[config.mk]
export PLATFORM = sky130hd
export DESIGN_NAME = drive_input_cmd
export DESIGN_NICKNAME = d
export VERILOG_FILES = /design/src/drive_input_cmd.v
export VERILOG_INCLUDE_DIRS = /design/src
export SDC_FILE = /design/constraint.sdc
export NUM_CORES = 1
export LEC_CHECK = 0
export BUFFER_PORTS_ARGS = -buffer_cell sky130_fd_sc_hd__clkbuf_2
export CAP_MARGIN = 10
export CORE_MARGIN = 2
export CORE_UTILIZATION = 40
export CTS_BUF_LIST = sky130_fd_sc_hd__clkbuf_4
export DETAILED_ROUTE_END_ITERATION = 8
export PLACE_DENSITY = 0.54
export SLEW_MARGIN = 20
export SYNTH_ARGS = -nofsm -noshare
export SYNTH_HDL_FRONTEND = slang
export SYNTH_SLANG_ARGS = --single-unit
[constraint.sdc]
create_clock -name ref_clk -period 11.1 [get_ports ref_clk]
set_clock_uncertainty 0.05 [all_clocks]
set_input_delay 1.11 -clock ref_clk [delete_from_list [all_inputs] [get_ports ref_clk]]
set_output_delay 1.11 -clock ref_clk [all_outputs]
set_load 0.05 [all_outputs]
[src/drive_input_consts.vh]
// constants for the drive command input decoder
// assumes a 50 MHz core clock and the 16-bit register port of the decoder
`ifndef DRIVE_INPUT_CONSTS_VH
`define DRIVE_INPUT_CONSTS_VH

`define OFS_SHUTOFF_SEL 8'h00
`define OFS_STOP_METHOD 8'h04
`define OFS_OP_MODE 8'h08
`define OFS_TERM_FN0 8'h0c
`define OFS_STATUS 8'h20

`define RST_SHUTOFF_SEL 16'h0000
`define RST_STOP_METHOD 16'h270f
`define RST_OP_MODE 16'h0000
`define RST_FN_T0 16'h003c
`define RST_FN_T1 16'h003d
`define RST_FN_T2 16'h0000
`define RST_FN_T3 16'h0001
`define RST_FN_T4 16'h0002

`define FN_LOW 16'h0000
`define FN_MID 16'h0001
`define FN_HIGH 16'h0002
`define FN_SECOND 16'h0003
`define FN_CURRENT 16'h0004
`define FN_JOG 16'h0005
`define FN_SPEED15 16'h0008
`define FN_RUN_EN 16'h000a
`define FN_INTERLOCK 16'h000c
`define FN_PID 16'h000e
`define FN_VF 16'h0012
`define FN_SHUTOFF 16'h0018
`define FN_STOP_HOLD 16'h0019
`define FN_FWD 16'h003c
`define FN_REV 16'h003d

`define MODE_INTERLOCK 16'h0007
`define SHUT_SEL_NO 16'h0000
`define SHUT_SEL_NC 16'h0002
`define SHUT_SEL_MIX 16'h0004

`define SM_COAST_MAX 16'h0064
`define SM_DIR_MIN 16'h03e8
`define SM_DIR_MAX 16'h044c
`define SM_DIR_OFS 16'h03e8
`define SM_DIR_DECEL 16'h22b8

`define CLK_HZ 50000000
`define RESP_FAST_US 2000
`define RESP_SLOW_US 20000
`define PIPE_CYC 4
`define RESP_FAST_CYC (`RESP_FAST_US * (`CLK_HZ / 1000000))
`define RESP_SLOW_CYC (`RESP_SLOW_US * (`CLK_HZ / 1000000))

`define ST_BIT_GATE 0
`define ST_BIT_DECEL 1
`define ST_BIT_COAST 2
`define ST_BIT_REV 3
`define ST_BIT_SECOND 4
`define ST_BIT_VF 5
`define ST_BIT_SHUT 6
`define ST_BIT_LATCH 7
`define ST_LSB_FILT 8
`define ST_LSB_SRC 14

`endif

[src/drive_input_cmd.v]
// drive command input decoder: terminal functions, shutoff, start/stop decode
// assumes inputs synchronous-safe via local synchronisers, one 50 MHz clock
`timescale 1ns/1ps
`default_nettype none
`include "drive_input_consts.vh"

module drive_input_cmd #(
    parameter NTERM = 5,
    parameter FAST_CYC = `RESP_FAST_CYC,
    parameter SLOW_CYC = `RESP_SLOW_CYC,
    parameter SEC_CYC = `CLK_HZ
)(
    input wire ref_clk,
    input wire rst_n,
    input wire [NTERM-1:0] term_in,
    input wire comm_shutoff_in,
    input wire ramp_done,
    input wire [7:0] addr,
    input wire [15:0] wr_data,
    input wire wr_en,
    input wire rd_en,
    output reg [15:0] rd_data_q,
    output reg gate_on_q,
    output reg ramp_down_q,
    output reg coast_q,
    output reg reverse_q,
    output reg second_set_q,
    output reg vf_mode_q,
    output reg current_in_q,
    output reg [1:0] speed_src_q,
    output reg [3:0] speed_step_q
);
    localparam ST_IDLE = 2'd0;
    localparam ST_RUN = 2'd1;
    localparam ST_DECEL = 2'd2;
    localparam SRC_ANALOG = 2'd0;
    localparam SRC_JOG = 2'd1;
    localparam SRC_MULTI = 2'd2;
    localparam SRC_PID = 2'd3;
    localparam integer FAST_HOLD_N = FAST_CYC - `PIPE_CYC;
    localparam integer SLOW_HOLD_N = SLOW_CYC - `PIPE_CYC;
    localparam [23:0] FAST_HOLD = FAST_HOLD_N[23:0];
    localparam [23:0] SLOW_HOLD = SLOW_HOLD_N[23:0];
    localparam [31:0] SEC_LAST = SEC_CYC - 1;

    reg [15:0] shut_sel_q;
    reg [15:0] stop_sel_q;
    reg [15:0] mode_q;
    reg [15:0] fsel_q [0:NTERM-1];
    reg [1:0] state_q;
    reg latch_run_q;
    reg latch_rev_q;
    reg fwd_prev_q;
    reg rev_prev_q;
    reg [31:0] cyc_cnt_q;
    reg [6:0] sec_cnt_q;
    integer k;

    wire [NTERM:0] raw = {comm_shutoff_in, term_in};
    wire [NTERM:0] fast;
    wire [NTERM:0] filt;
    wire [NTERM-1:0] h_low, h_mid, h_high, h_rt, h_cur, h_jog, h_s15;
    wire [NTERM-1:0] h_ren, h_il, h_pid, h_vf, h_shut, h_stop, h_fwd, h_rev;
    wire [NTERM-1:0] a_ren, a_il, a_stop;

    function [15:0] fn_reset;
        input integer idx;
        begin
            case (idx)
                0: fn_reset = `RST_FN_T0;
                1: fn_reset = `RST_FN_T1;
                2: fn_reset = `RST_FN_T2;
                3: fn_reset = `RST_FN_T3;
                default: fn_reset = `RST_FN_T4;
            endcase
        end
    endfunction

    assign fast[NTERM] = 1'b1;

    genvar i;
    generate
        for (i = 0; i <= NTERM; i = i + 1)
        begin : g_in
            reg s1_q, s2_q, f_q;
            reg [23:0] cnt_q;
            // two-stage synchroniser then stability filter
            always @(posedge ref_clk or negedge rst_n)
            begin
                if (!rst_n)
                begin
                    s1_q <= 1'b0;
                    s2_q <= 1'b0;
                    f_q <= 1'b0;
                    cnt_q <= 24'h000000;
                end
                else
                begin
                    s1_q <= raw[i];
                    s2_q <= s1_q;
                    if (s2_q == f_q)
                        cnt_q <= 24'h000000;
                    else if (cnt_q >= (fast[i] ? FAST_HOLD : SLOW_HOLD))
                    begin
                        f_q <= s2_q;
                        cnt_q <= 24'h000000;
                    end
                    else
                        cnt_q <= cnt_q + 24'h000001;
                end
            end
            assign filt[i] = f_q;
        end
        for (i = 0; i < NTERM; i = i + 1)
        begin : g_fn
            wire [15:0] f = fsel_q[i];
            wire on = filt[i];
            assign fast[i] = (f == `FN_RUN_EN) || (f == `FN_SHUTOFF);
            assign h_low[i] = on && (f == `FN_LOW);
            assign h_mid[i] = on && (f == `FN_MID);
            assign h_high[i] = on && (f == `FN_HIGH);
            assign h_rt[i] = on && (f == `FN_SECOND);
            assign h_cur[i] = on && (f == `FN_CURRENT);
            assign h_jog[i] = on && (f == `FN_JOG);
            assign h_s15[i] = on && (f == `FN_SPEED15);
            assign h_ren[i] = on && (f == `FN_RUN_EN);
            assign h_il[i] = on && (f == `FN_INTERLOCK);
            assign h_pid[i] = on && (f == `FN_PID);
            assign h_vf[i] = on && (f == `FN_VF);
            assign h_shut[i] = on && (f == `FN_SHUTOFF);
            assign h_stop[i] = on && (f == `FN_STOP_HOLD);
            assign h_fwd[i] = on && (f == `FN_FWD);
            assign h_rev[i] = on && (f == `FN_REV);
            assign a_ren[i] = (f == `FN_RUN_EN);
            assign a_il[i] = (f == `FN_INTERLOCK);
            assign a_stop[i] = (f == `FN_STOP_HOLD);
        end
    endgenerate

    // merged functions
    wire jog = |h_jog;
    wire multi = |{h_low, h_mid, h_high, h_s15};
    wire pid = |h_pid;
    wire rt = |h_rt;
    wire vf = |h_vf;
    wire fwd = |h_fwd;
    wire rev = |h_rev;
    wire ext_off = |h_shut;
    wire comm_off = filt[NTERM];
    wire stop_on = |h_stop;
    wire stop_asg = |a_stop;

    // contact logic for the two shutoff sources
    reg op_ok;
    always @*
    begin
        if (shut_sel_q == `SHUT_SEL_NC)
            op_ok = ext_off && comm_off;
        else if (shut_sel_q == `SHUT_SEL_MIX)
            op_ok = ext_off && !comm_off;
        else if (shut_sel_q == `SHUT_SEL_NO)
            op_ok = !ext_off && !comm_off;
        else
            op_ok = 1'b0;
    end
    wire shutoff = !op_ok;
    // a missing run-enable, or a missing interlock in interlock mode, inhibits besides shutoff
    wire ren_block = (|a_ren) && !(|h_ren);
    wire il_block = (mode_q == `MODE_INTERLOCK) && (|a_il) && !(|h_il);
    wire inhibit = shutoff || ren_block || il_block;

    // stop method decode
    wire sm_coast = (stop_sel_q <= `SM_COAST_MAX);
    wire sm_dir_rng = (stop_sel_q >= `SM_DIR_MIN) && (stop_sel_q <= `SM_DIR_MAX);
    wire start_dir = sm_dir_rng || (stop_sel_q == `SM_DIR_DECEL);
    wire coast_en = sm_coast || sm_dir_rng;
    wire [15:0] sm_less = stop_sel_q - `SM_DIR_OFS;
    wire [6:0] coast_sec = sm_coast ? stop_sel_q[6:0] : sm_less[6:0];
    wire hold_mode = stop_asg && !jog;

    reg start_req;
    reg dir_rev;
    always @*
    begin
        if (hold_mode)
        begin
            start_req = latch_run_q;
            dir_rev = latch_rev_q;
        end
        else if (start_dir)
        begin
            start_req = fwd;
            dir_rev = rev;
        end
        else
        begin
            start_req = fwd ^ rev;
            dir_rev = rev;
        end
    end

    wire sec_tick = (cyc_cnt_q == SEC_LAST);
    wire coast_due = coast_en && (sec_cnt_q >= coast_sec);

    // three-wire self-hold latch
    always @(posedge ref_clk or negedge rst_n)
    begin
        if (!rst_n)
        begin
            latch_run_q <= 1'b0;
            latch_rev_q <= 1'b0;
            fwd_prev_q <= 1'b0;
            rev_prev_q <= 1'b0;
        end
        else
        begin
            fwd_prev_q <= fwd;
            rev_prev_q <= rev;
            // shutoff deliberately leaves the latch alone
            if (hold_mode && !stop_on)
                latch_run_q <= 1'b0;
            else if (hold_mode && fwd && !fwd_prev_q)
            begin
                latch_run_q <= 1'b1;
                latch_rev_q <= 1'b0;
            end
            else if (hold_mode && rev && !rev_prev_q)
            begin
                latch_run_q <= 1'b1;
                latch_rev_q <= 1'b1;
            end
        end
    end

    // run state machine
    always @(posedge ref_clk or negedge rst_n)
    begin
        if (!rst_n)
        begin
            state_q <= ST_IDLE;
            gate_on_q <= 1'b0;
            ramp_down_q <= 1'b0;
            coast_q <= 1'b0;
            reverse_q <= 1'b0;
            cyc_cnt_q <= 32'h00000000;
            sec_cnt_q <= 7'h00;
        end
        else
        begin
            case (state_q)
                ST_IDLE:
                begin
                    if (start_req && !inhibit)
                    begin
                        state_q <= ST_RUN;
                        gate_on_q <= 1'b1;
                        coast_q <= 1'b0;
                        reverse_q <= dir_rev;
                    end
                end
                ST_RUN:
                begin
                    if (inhibit)
                    begin
                        state_q <= ST_IDLE;
                        gate_on_q <= 1'b0;
                        coast_q <= 1'b1;
                    end
                    else if (!start_req)
                    begin
                        state_q <= ST_DECEL;
                        ramp_down_q <= 1'b1;
                        cyc_cnt_q <= 32'h00000000;
                        sec_cnt_q <= 7'h00;
                    end
                    else
                        reverse_q <= dir_rev;
                end
                ST_DECEL:
                begin
                    if (inhibit || coast_due)
                    begin
                        state_q <= ST_IDLE;
                        gate_on_q <= 1'b0;
                        ramp_down_q <= 1'b0;
                        coast_q <= 1'b1;
                    end
                    else if (start_req)
                    begin
                        state_q <= ST_RUN;
                        ramp_down_q <= 1'b0;
                        reverse_q <= dir_rev;
                    end
                    else if (ramp_done)
                    begin
                        state_q <= ST_IDLE;
                        gate_on_q <= 1'b0;
                        ramp_down_q <= 1'b0;
                    end
                    else
                    begin
                        cyc_cnt_q <= sec_tick ? 32'h00000000 : cyc_cnt_q + 32'h00000001;
                        if (sec_tick && sec_cnt_q != 7'h7f)
                            sec_cnt_q <= sec_cnt_q + 7'h01;
                    end
                end
                default:
                begin
                    state_q <= ST_IDLE;
                    gate_on_q <= 1'b0;
                    ramp_down_q <= 1'b0;
                end
            endcase
        end
    end

    // speed source, parameter set and analog input selection
    always @(posedge ref_clk or negedge rst_n)
    begin
        if (!rst_n)
        begin
            speed_src_q <= SRC_ANALOG;
            speed_step_q <= 4'h0;
            second_set_q <= 1'b0;
            vf_mode_q <= 1'b0;
            current_in_q <= 1'b0;
        end
        else
        begin
            if (jog)
                speed_src_q <= SRC_JOG;
            else if (multi)
                speed_src_q <= SRC_MULTI;
            else if (pid)
                speed_src_q <= SRC_PID;
            else
                speed_src_q <= SRC_ANALOG;
            speed_step_q <= {|h_s15, |h_high, |h_mid, |h_low};
            second_set_q <= rt || vf;
            if (state_q == ST_IDLE)
                vf_mode_q <= vf;
            current_in_q <= |h_cur;
        end
    end

    // register port
    always @(posedge ref_clk or negedge rst_n)
    begin
        if (!rst_n)
        begin
            shut_sel_q <= `RST_SHUTOFF_SEL;
            stop_sel_q <= `RST_STOP_METHOD;
            mode_q <= `RST_OP_MODE;
            for (k = 0; k < NTERM; k = k + 1)
                fsel_q[k] <= fn_reset(k);
            rd_data_q <= 16'h0000;
        end
        else
        begin
            if (wr_en)
            begin
                if (addr == `OFS_SHUTOFF_SEL)
                    shut_sel_q <= wr_data;
                else if (addr == `OFS_STOP_METHOD)
                    stop_sel_q <= wr_data;
                else if (addr == `OFS_OP_MODE)
                    mode_q <= wr_data;
                for (k = 0; k < NTERM; k = k + 1)
                    if (addr == `OFS_TERM_FN0 + 8'h04 * k[7:0]
                        && !(wr_data == `FN_FWD && k != 0)
                        && !(wr_data == `FN_REV && k != 1))
                        fsel_q[k] <= wr_data;
            end
            rd_data_q <= 16'h0000;
            if (rd_en)
            begin
                if (addr == `OFS_SHUTOFF_SEL)
                    rd_data_q <= shut_sel_q;
                else if (addr == `OFS_STOP_METHOD)
                    rd_data_q <= stop_sel_q;
                else if (addr == `OFS_OP_MODE)
                    rd_data_q <= mode_q;
                else if (addr == `OFS_STATUS)
                begin
                    rd_data_q[`ST_BIT_GATE] <= gate_on_q;
                    rd_data_q[`ST_BIT_DECEL] <= ramp_down_q;
                    rd_data_q[`ST_BIT_COAST] <= coast_q;
                    rd_data_q[`ST_BIT_REV] <= reverse_q;
                    rd_data_q[`ST_BIT_SECOND] <= second_set_q;
                    rd_data_q[`ST_BIT_VF] <= vf_mode_q;
                    rd_data_q[`ST_BIT_SHUT] <= shutoff;
                    rd_data_q[`ST_BIT_LATCH] <= latch_run_q;
                    rd_data_q[`ST_LSB_FILT+NTERM:`ST_LSB_FILT] <= filt;
                    rd_data_q[`ST_LSB_SRC+1:`ST_LSB_SRC] <= speed_src_q;
                end
                else
                    for (k = 0; k < NTERM; k = k + 1)
                        if (addr == `OFS_TERM_FN0 + 8'h04 * k[7:0])
                            rd_data_q <= fsel_q[k];
            end
        end
    end
endmodule
`default_nettype wire

==> flow_summary.toml, run 1 <==
[setup_path]
critPathTopFamily = "simple AND/OR/NAND/NOR gates"
startpoint_type = "flop"
critPathMaxFanout = 21
crit_chain = "or4_4, or3_4, a311oi_4, mux2_2, ha_1, a21o_1, a21oi_1, o21ai_0, o31a_2, o21ai_0, nand4_1, or4_1, nand2_1"
required_ps = 11820
path_class = "reg2reg"
crit_path_frequent_cell = "o21ai_0"
cp_slowest_cell = "nand4_1"
r2r_cells = 13
cp_num_cells = 13
crit_path_max_incr_delay_ps = 860
arrival_ps = 5910
crit_buf_inv = 0
endpoint_kind = "flop"

[clock_network]
clock-root-buffer = "clkbuf_4"
cts_sinks = 364
post-cts-setup-buffers = 0
htree_levels = 3
post_cts_resize_count = 0
cts_hold_buf = 0
worstSkewPairLatency_ps = 870
numCtsBuffers = 99
cts_tree = "done"
cts_buffer_depth = 3
clkTransAtPathRegs_ps = 70

[sta]
post-route-min-period_ps = 5190
finalCritPeriodShare = 0.468
finalSetupViolCount = 0
slew_violations = 0
worst_slew_pin_slew_ps = 1040
rsz0062_at_grt = "no"
max_slew_margin = 0.305
tns_ps = 0
hold_violations = 0
max_freq_mhz = 193

[synth]
yosys_warnings = 0
synthFlopType = "dfrtp_1"
synth.most_common_cell = "dfrtp_1"
synthTopCellsByCount = "dfrtp_1 (345), nor2_1 (215), nand2_1 (138)"
mappedNetlistArea_um2 = 19100
synth-seq-area-share = 0.479
ys_seq_elements = 364
synth_area_per_cell_um2 = 10.2
synth.distinct_cells = 84
async_reset_ff_frac = 1.00
yosysTopAreaCell = "dfrtp_1"
synth.area.top_cells = "dfrtp_1 (45%), mux2_2 (7.1%), ha_1 (4.4%), nor2_1 (4.2%), xor2_1 (3.8%)"
synth_cells = 1871
synth-edff-count = 0
synth_top_area_share = 0.453

[detailed_routing]
dr.pass1.iters = 8
totalWireLength_um = 54100
first_iter_violations = 1193
vias = 15400
drc = 0
avgViaCountPerCell = 5.74
routedWlPerCell_um = 20.1
antenna_left = 0

[place]
port_buffers = 63
routabilityCongestion = 0.916
dp_hpwl_um = 37700

[grt]
grt_pass1_wl_um = 85900
antenna_found_initial = 2
grt_pass1_vias = 15100
grtUsageTotal = 0.220
grt-ovfl-total = 0
grt_start_max_net_pins = 162

[finish]
syn2layout_area_growth_pct = 12.3
num-fill-cells = 4487
nNetsFinal = 2110
layout-drive-gt1-share = 0.197

[die]
dieArea_um2 = 49400
num_io_pins = 64
start_util = 0.408
fp.coreArea_um2 = 46800
rows = 79
dieHeight_um = 222
die_width_um = 222

[power_and_ir_drop]
vdd_ir_drop_max_uv = 92.1
p_leak_nw = 9.45
p_sw_mw = 0.927
power_density_nw_per_um2 = 143
p_sw_frac = 0.303
p_comb_frac = 0.138
total_power_mw = 3.06
p_seq_frac = 0.473
p_int_mw = 2.13
p_clk_frac = 0.389

[hold_path]
hp-class = "in2async"

[outcome]
status = "complete, no violations"

[run]
drv_cap = 0
per-stage QoR:
step | instance area (um2) | hold slack (ps) | cells | util | worst slack, ps
after CTS | 21400 | 231 | 2686 | 0.457 | 5940
final | 21400 | 101 | 2690 | 0.458 | 5910
after global routing | 21400 | 11.4 | 2690 | 0.458 | 5500
after floorplan | 19100 | 281 | 1892 | - | 7230
after detailed placement | 20100 | 287 | 2513 | 0.430 | 6000
after global placement | 20100 | 289 | 2513 | 0.430 | 6060
sequential cells by signal, summed over array words and instances (netlist names), 4 cells and up:
register	flops
rd_data_q	16
g_fn.on	5
speed_step_q	4
sec_cnt_q	7
g_in.s1_q	6
cyc_cnt_q	32
stop_sel_q	16
mode_q	16
g_in.cnt_q	144
shut_sel_q	16
g_fn.f	80
g_in.s2_q	6
placed cells by master (no fill, tap or decap), types with 26 or more instances in the layout:
| cell type | instances |
|---|---|
| nand3_1 | 90 |
| xnor2_1 | 35 |
| clkbuf_4 | 145 |
| nand4_1 | 42 |
| a31oi_1 | 26 |
| mux2_2 | 121 |
| nor4_1 | 40 |
| clkbuf_2 | 62 |
| inv_1 | 48 |
| dfrtp_1 | 345 |
| o21ai_0 | 63 |
| ha_1 | 67 |
| nor2_1 | 215 |
| a21oi_1 | 35 |
| nand2_1 | 138 |
| and3_1 | 44 |
| xor2_1 | 82 |
| nor3_1 | 36 |
metal layers:
metal / routed length [um] / GRT usage / part of all wire
met1: 24300 / 0.305 / 0.45
met2: 23900 / 0.332 / 0.44
met3: 4020 / 0.0514 / 0.074
met4: 1890 / 0.0898 / 0.035
met5: 0 / 0 / 0
cell type report:
| class | instances | area [um2] | area share |
|---|---|---|---|
| clock inverter | 28 | 153 | 0.00713 |
| inverter | 48 | 180 | 0.00842 |
| clock buffer | 145 | 1090 | 0.0509 |
| tap | 607 | 759 | 0.0355 |
| sequential | 364 | 9130 | 0.427 |
| antenna | 3 | 7.51 | 0.000351 |
| timing repair buffer | 81 | 497 | 0.0232 |
| multi-input combinational | 1414 | 9580 | 0.448 |
cell families after synthesis:
group                      count (synthesis)  share of synthesized area
AOI/OAI and AO/OA                        324                      0.121
xor gates and xnor gates                 117                     0.0538
adders and majority gates                 67                     0.0440
buffers and inverters                    114                     0.0230
DFF                                      364                      0.479
muxes                                    127                     0.0754
other                                      1                   0.000197
and+or+nand+nor                          757                      0.204
worst reg2reg max path: cells and delay by family, from the launching register on:
family	cells	cell delay, ps
adder cells (fa/ha/maj)	1	190
AND/OR/NAND/NOR	5	2680
AO/OA/AOI/OAI	6	1400
multiplexers	1	400
flip-flops	1	390
power by group through the flow:
stage / clock network (mW) / logic, mW / registers (mW)
6_report: 1.19 / 0.422 / 1.45
5_1_grt: 1.31 / 0.464 / 1.45
4_1_cts: 1.24 / 0.417 / 1.45
3_5_place_dp: 0 / 0.415 / 1.47
3_3_place_gp: 0 / 0.412 / 1.47
2_1_floorplan: 0 / 0.257 / 1.47
final timing paths:
kind / to / slack, ps / startpoint
setup reg to reg: cyc_cnt_q[8] / 5910 / stop_sel_q[11]
hold reg to reg: g_in[5].s2_q / 300 / g_in[5].s1_q
max in group asynchronous: g_in[2].cnt_q[16] / 9080 / rst_n
hold / removal: g_in[0].cnt_q[8] / 100 / rst_n
min in group ref_clk: g_in[5].s2_q / 300 / g_in[5].s1_q
setup / recovery: cyc_cnt_q[8] / 5910 / stop_sel_q[11]
(Power assumes the default switching activity.)
==> run 2, diff against run 1 <==
==> constraint.sdc (replaced) <==
create_clock -name ref_clk -period 5.4 [get_ports ref_clk]
set_clock_uncertainty 0.05 [all_clocks]
set_input_delay 0.54 -clock ref_clk [delete_from_list [all_inputs] [get_ports ref_clk]]
set_output_delay 0.54 -clock ref_clk [all_outputs]
set_load 0.05 [all_outputs]
==> flow_summary.toml, run 2 (same netlist as run 1, synthesis figures left out) <==
[power_and_ir_drop]
p_comb_frac = 0.142
power_density_nw_per_um2 = 293
p_sw_mw = 1.96
p_clk_frac = 0.387
p_int_mw = 4.37
vdd_ir_drop_max_uv = 155
total_power_mw = 6.32
p_leak_nw = 9.55
p_sw_frac = 0.310
p_seq_frac = 0.471

[clock_network]
post-cts-setup-buffers = 0
cts_tree = "done"
clkTransAtPathRegs_ps = 60
cts_sinks = 364
worstSkewPairLatency_ps = 870
numCtsBuffers = 103
cts_buffer_depth = 3
clock-root-buffer = "clkbuf_4"
htree_levels = 3

[finish]
num-fill-cells = 4551
multi_input_area_um2 = 9580
mostFrequentLayoutCell = "dfrtp_1"
syn2layout_area_growth_pct = 13.4
regMostFlops = "g_in.cnt_q"
final_cell_mix = "dfrtp_1 (345), nor2_1 (214), clkbuf_4 (145), nand2_1 (138), mux2_2 (121)"
nNetsFinal = 2137
utilization = 0.462
largest_reg_flops = 144
layout-drive-gt1-share = 0.197
ff_latch_area_um2 = 9130
layout.cells.non_filler = 2724

[sta]
slew_violations = 0
finalCritPeriodShare = 0.880
max_freq_mhz = 211
rsz0062_at_grt = "no"
post-route-min-period_ps = 4750
tns_ps = 0
max_slew_margin = 0.232
hold_violations = 0
finalSetupViolCount = 0
worst_slew_pin_slew_ps = 1150

[place]
port_buffers = 63
dp.cells = 2522
routabilityCongestion = 0.952
dp_hpwl_um = 38400

[setup_path]
startpoint_type = "flop"
arrival_ps = 5430
path_class = "reg2reg"
endpoint_kind = "flop"
required_ps = 6080
critPathMaxFanout = 11

[grt]
grtUsageTotal = 0.226
grt_pass1_vias = 15400
grt_start_max_net_pins = 109
grt-ovfl-total = 0
antenna_found_initial = 3
grt_pass1_wl_um = 87600

[detailed_routing]
routedWlPerCell_um = 20.3
totalWireLength_um = 55300
drc = 0
first_iter_violations = 1303
avgViaCountPerCell = 5.71
antenna_left = 0
vias = 15500
dr.pass1.iters = 6

[die]
rows = 79
num_io_pins = 64
dieHeight_um = 222
die_width_um = 222
dieArea_um2 = 49400
fp.coreArea_um2 = 46800
start_util = 0.408

[outcome]
status = "complete, no violations"

[run]
drv_cap = 0

[hold_path]
hp-class = "in2reg"
==> run 2: area by class of cell <==
class / instances / share of cell area
Timing Repair Buffer: 104 / 0.0322
Clock inverter: 39 / 0.00776
Inverter: 48 / 0.00834
Tap cell: 607 / 0.0351
Antenna cell: 3 / 0.000347
Multi-Input combinational cell: 1414 / 0.443
Sequential cell: 364 / 0.423
Clock buffer: 145 / 0.0504
==> run 2: worst paths after layout <==
kind                                 from                 to  slack, ps  depth (start not counted)
max                        stop_sel_q[11]      cyc_cnt_q[31]        650                         14
min reg2reg                  g_in[2].s1_q       g_in[2].s2_q        290                          0
max reg2reg                stop_sel_q[11]      cyc_cnt_q[31]        650                         14
min in group asynchronous           rst_n   g_in[0].cnt_q[6]        280                          2
min                                 wr_en       g_fn[2].f[3]        100                          2
max in group asynchronous           rst_n  g_in[1].cnt_q[12]       3690                          3
==> run 2: metrics by stage <==
step | setup WS, ps | instance area, um2 | hold slack, ps
after CTS | 645 | 21600 | 5.91
after global placement | 818 | 20200 | 287
after global routing | 293 | 21600 | 16.7
after detailed placement | 696 | 20200 | 286
final | 650 | 21600 | 104
after floorplan | 1530 | 19100 | 194
==> run 2: worst max-delay path, cell delays in order, from the launching register on <==
cell and delay (ps):
dfrtp_1 390, or4_4 570, or3_4 410, a311oi_4 470, nor2_1 100, xnor2_1 150, ha_1 310, a21o_1 190
a21oi_1 130, o21ai_0 160, o31a_2 180, o21ai_0 300, nand4_1 530, buf_4 390, o31ai_1 260
==> run 2: what timing repair did <==
item,CTS,global route
setup endpoints to repair,0,0
hold buffers,15,0
gates resized for setup,0,0
endpoints found under the hold margin,151,0
==> run 2: power by group through the flow <==
| stage | clock network (mW) | logic (mW) | registers [mW] |
|---|---|---|---|
| 2_1_floorplan | 0 | 0.529 | 3.01 |
| 3_3_place_gp | 0 | 0.873 | 3.02 |
| 3_5_place_dp | 0 | 0.880 | 3.02 |
| 4_1_cts | 2.55 | 0.893 | 2.97 |
| 5_1_grt | 2.70 | 0.981 | 2.99 |
| 6_report | 2.45 | 0.896 | 2.98 |
==> run 2: per-layer routing <==
layer	track usage	part of all wire
met2	0.344	0.44
met1	0.307	0.45
met5	0	0.00024
met4	0.106	0.042
met3	0.0497	0.064
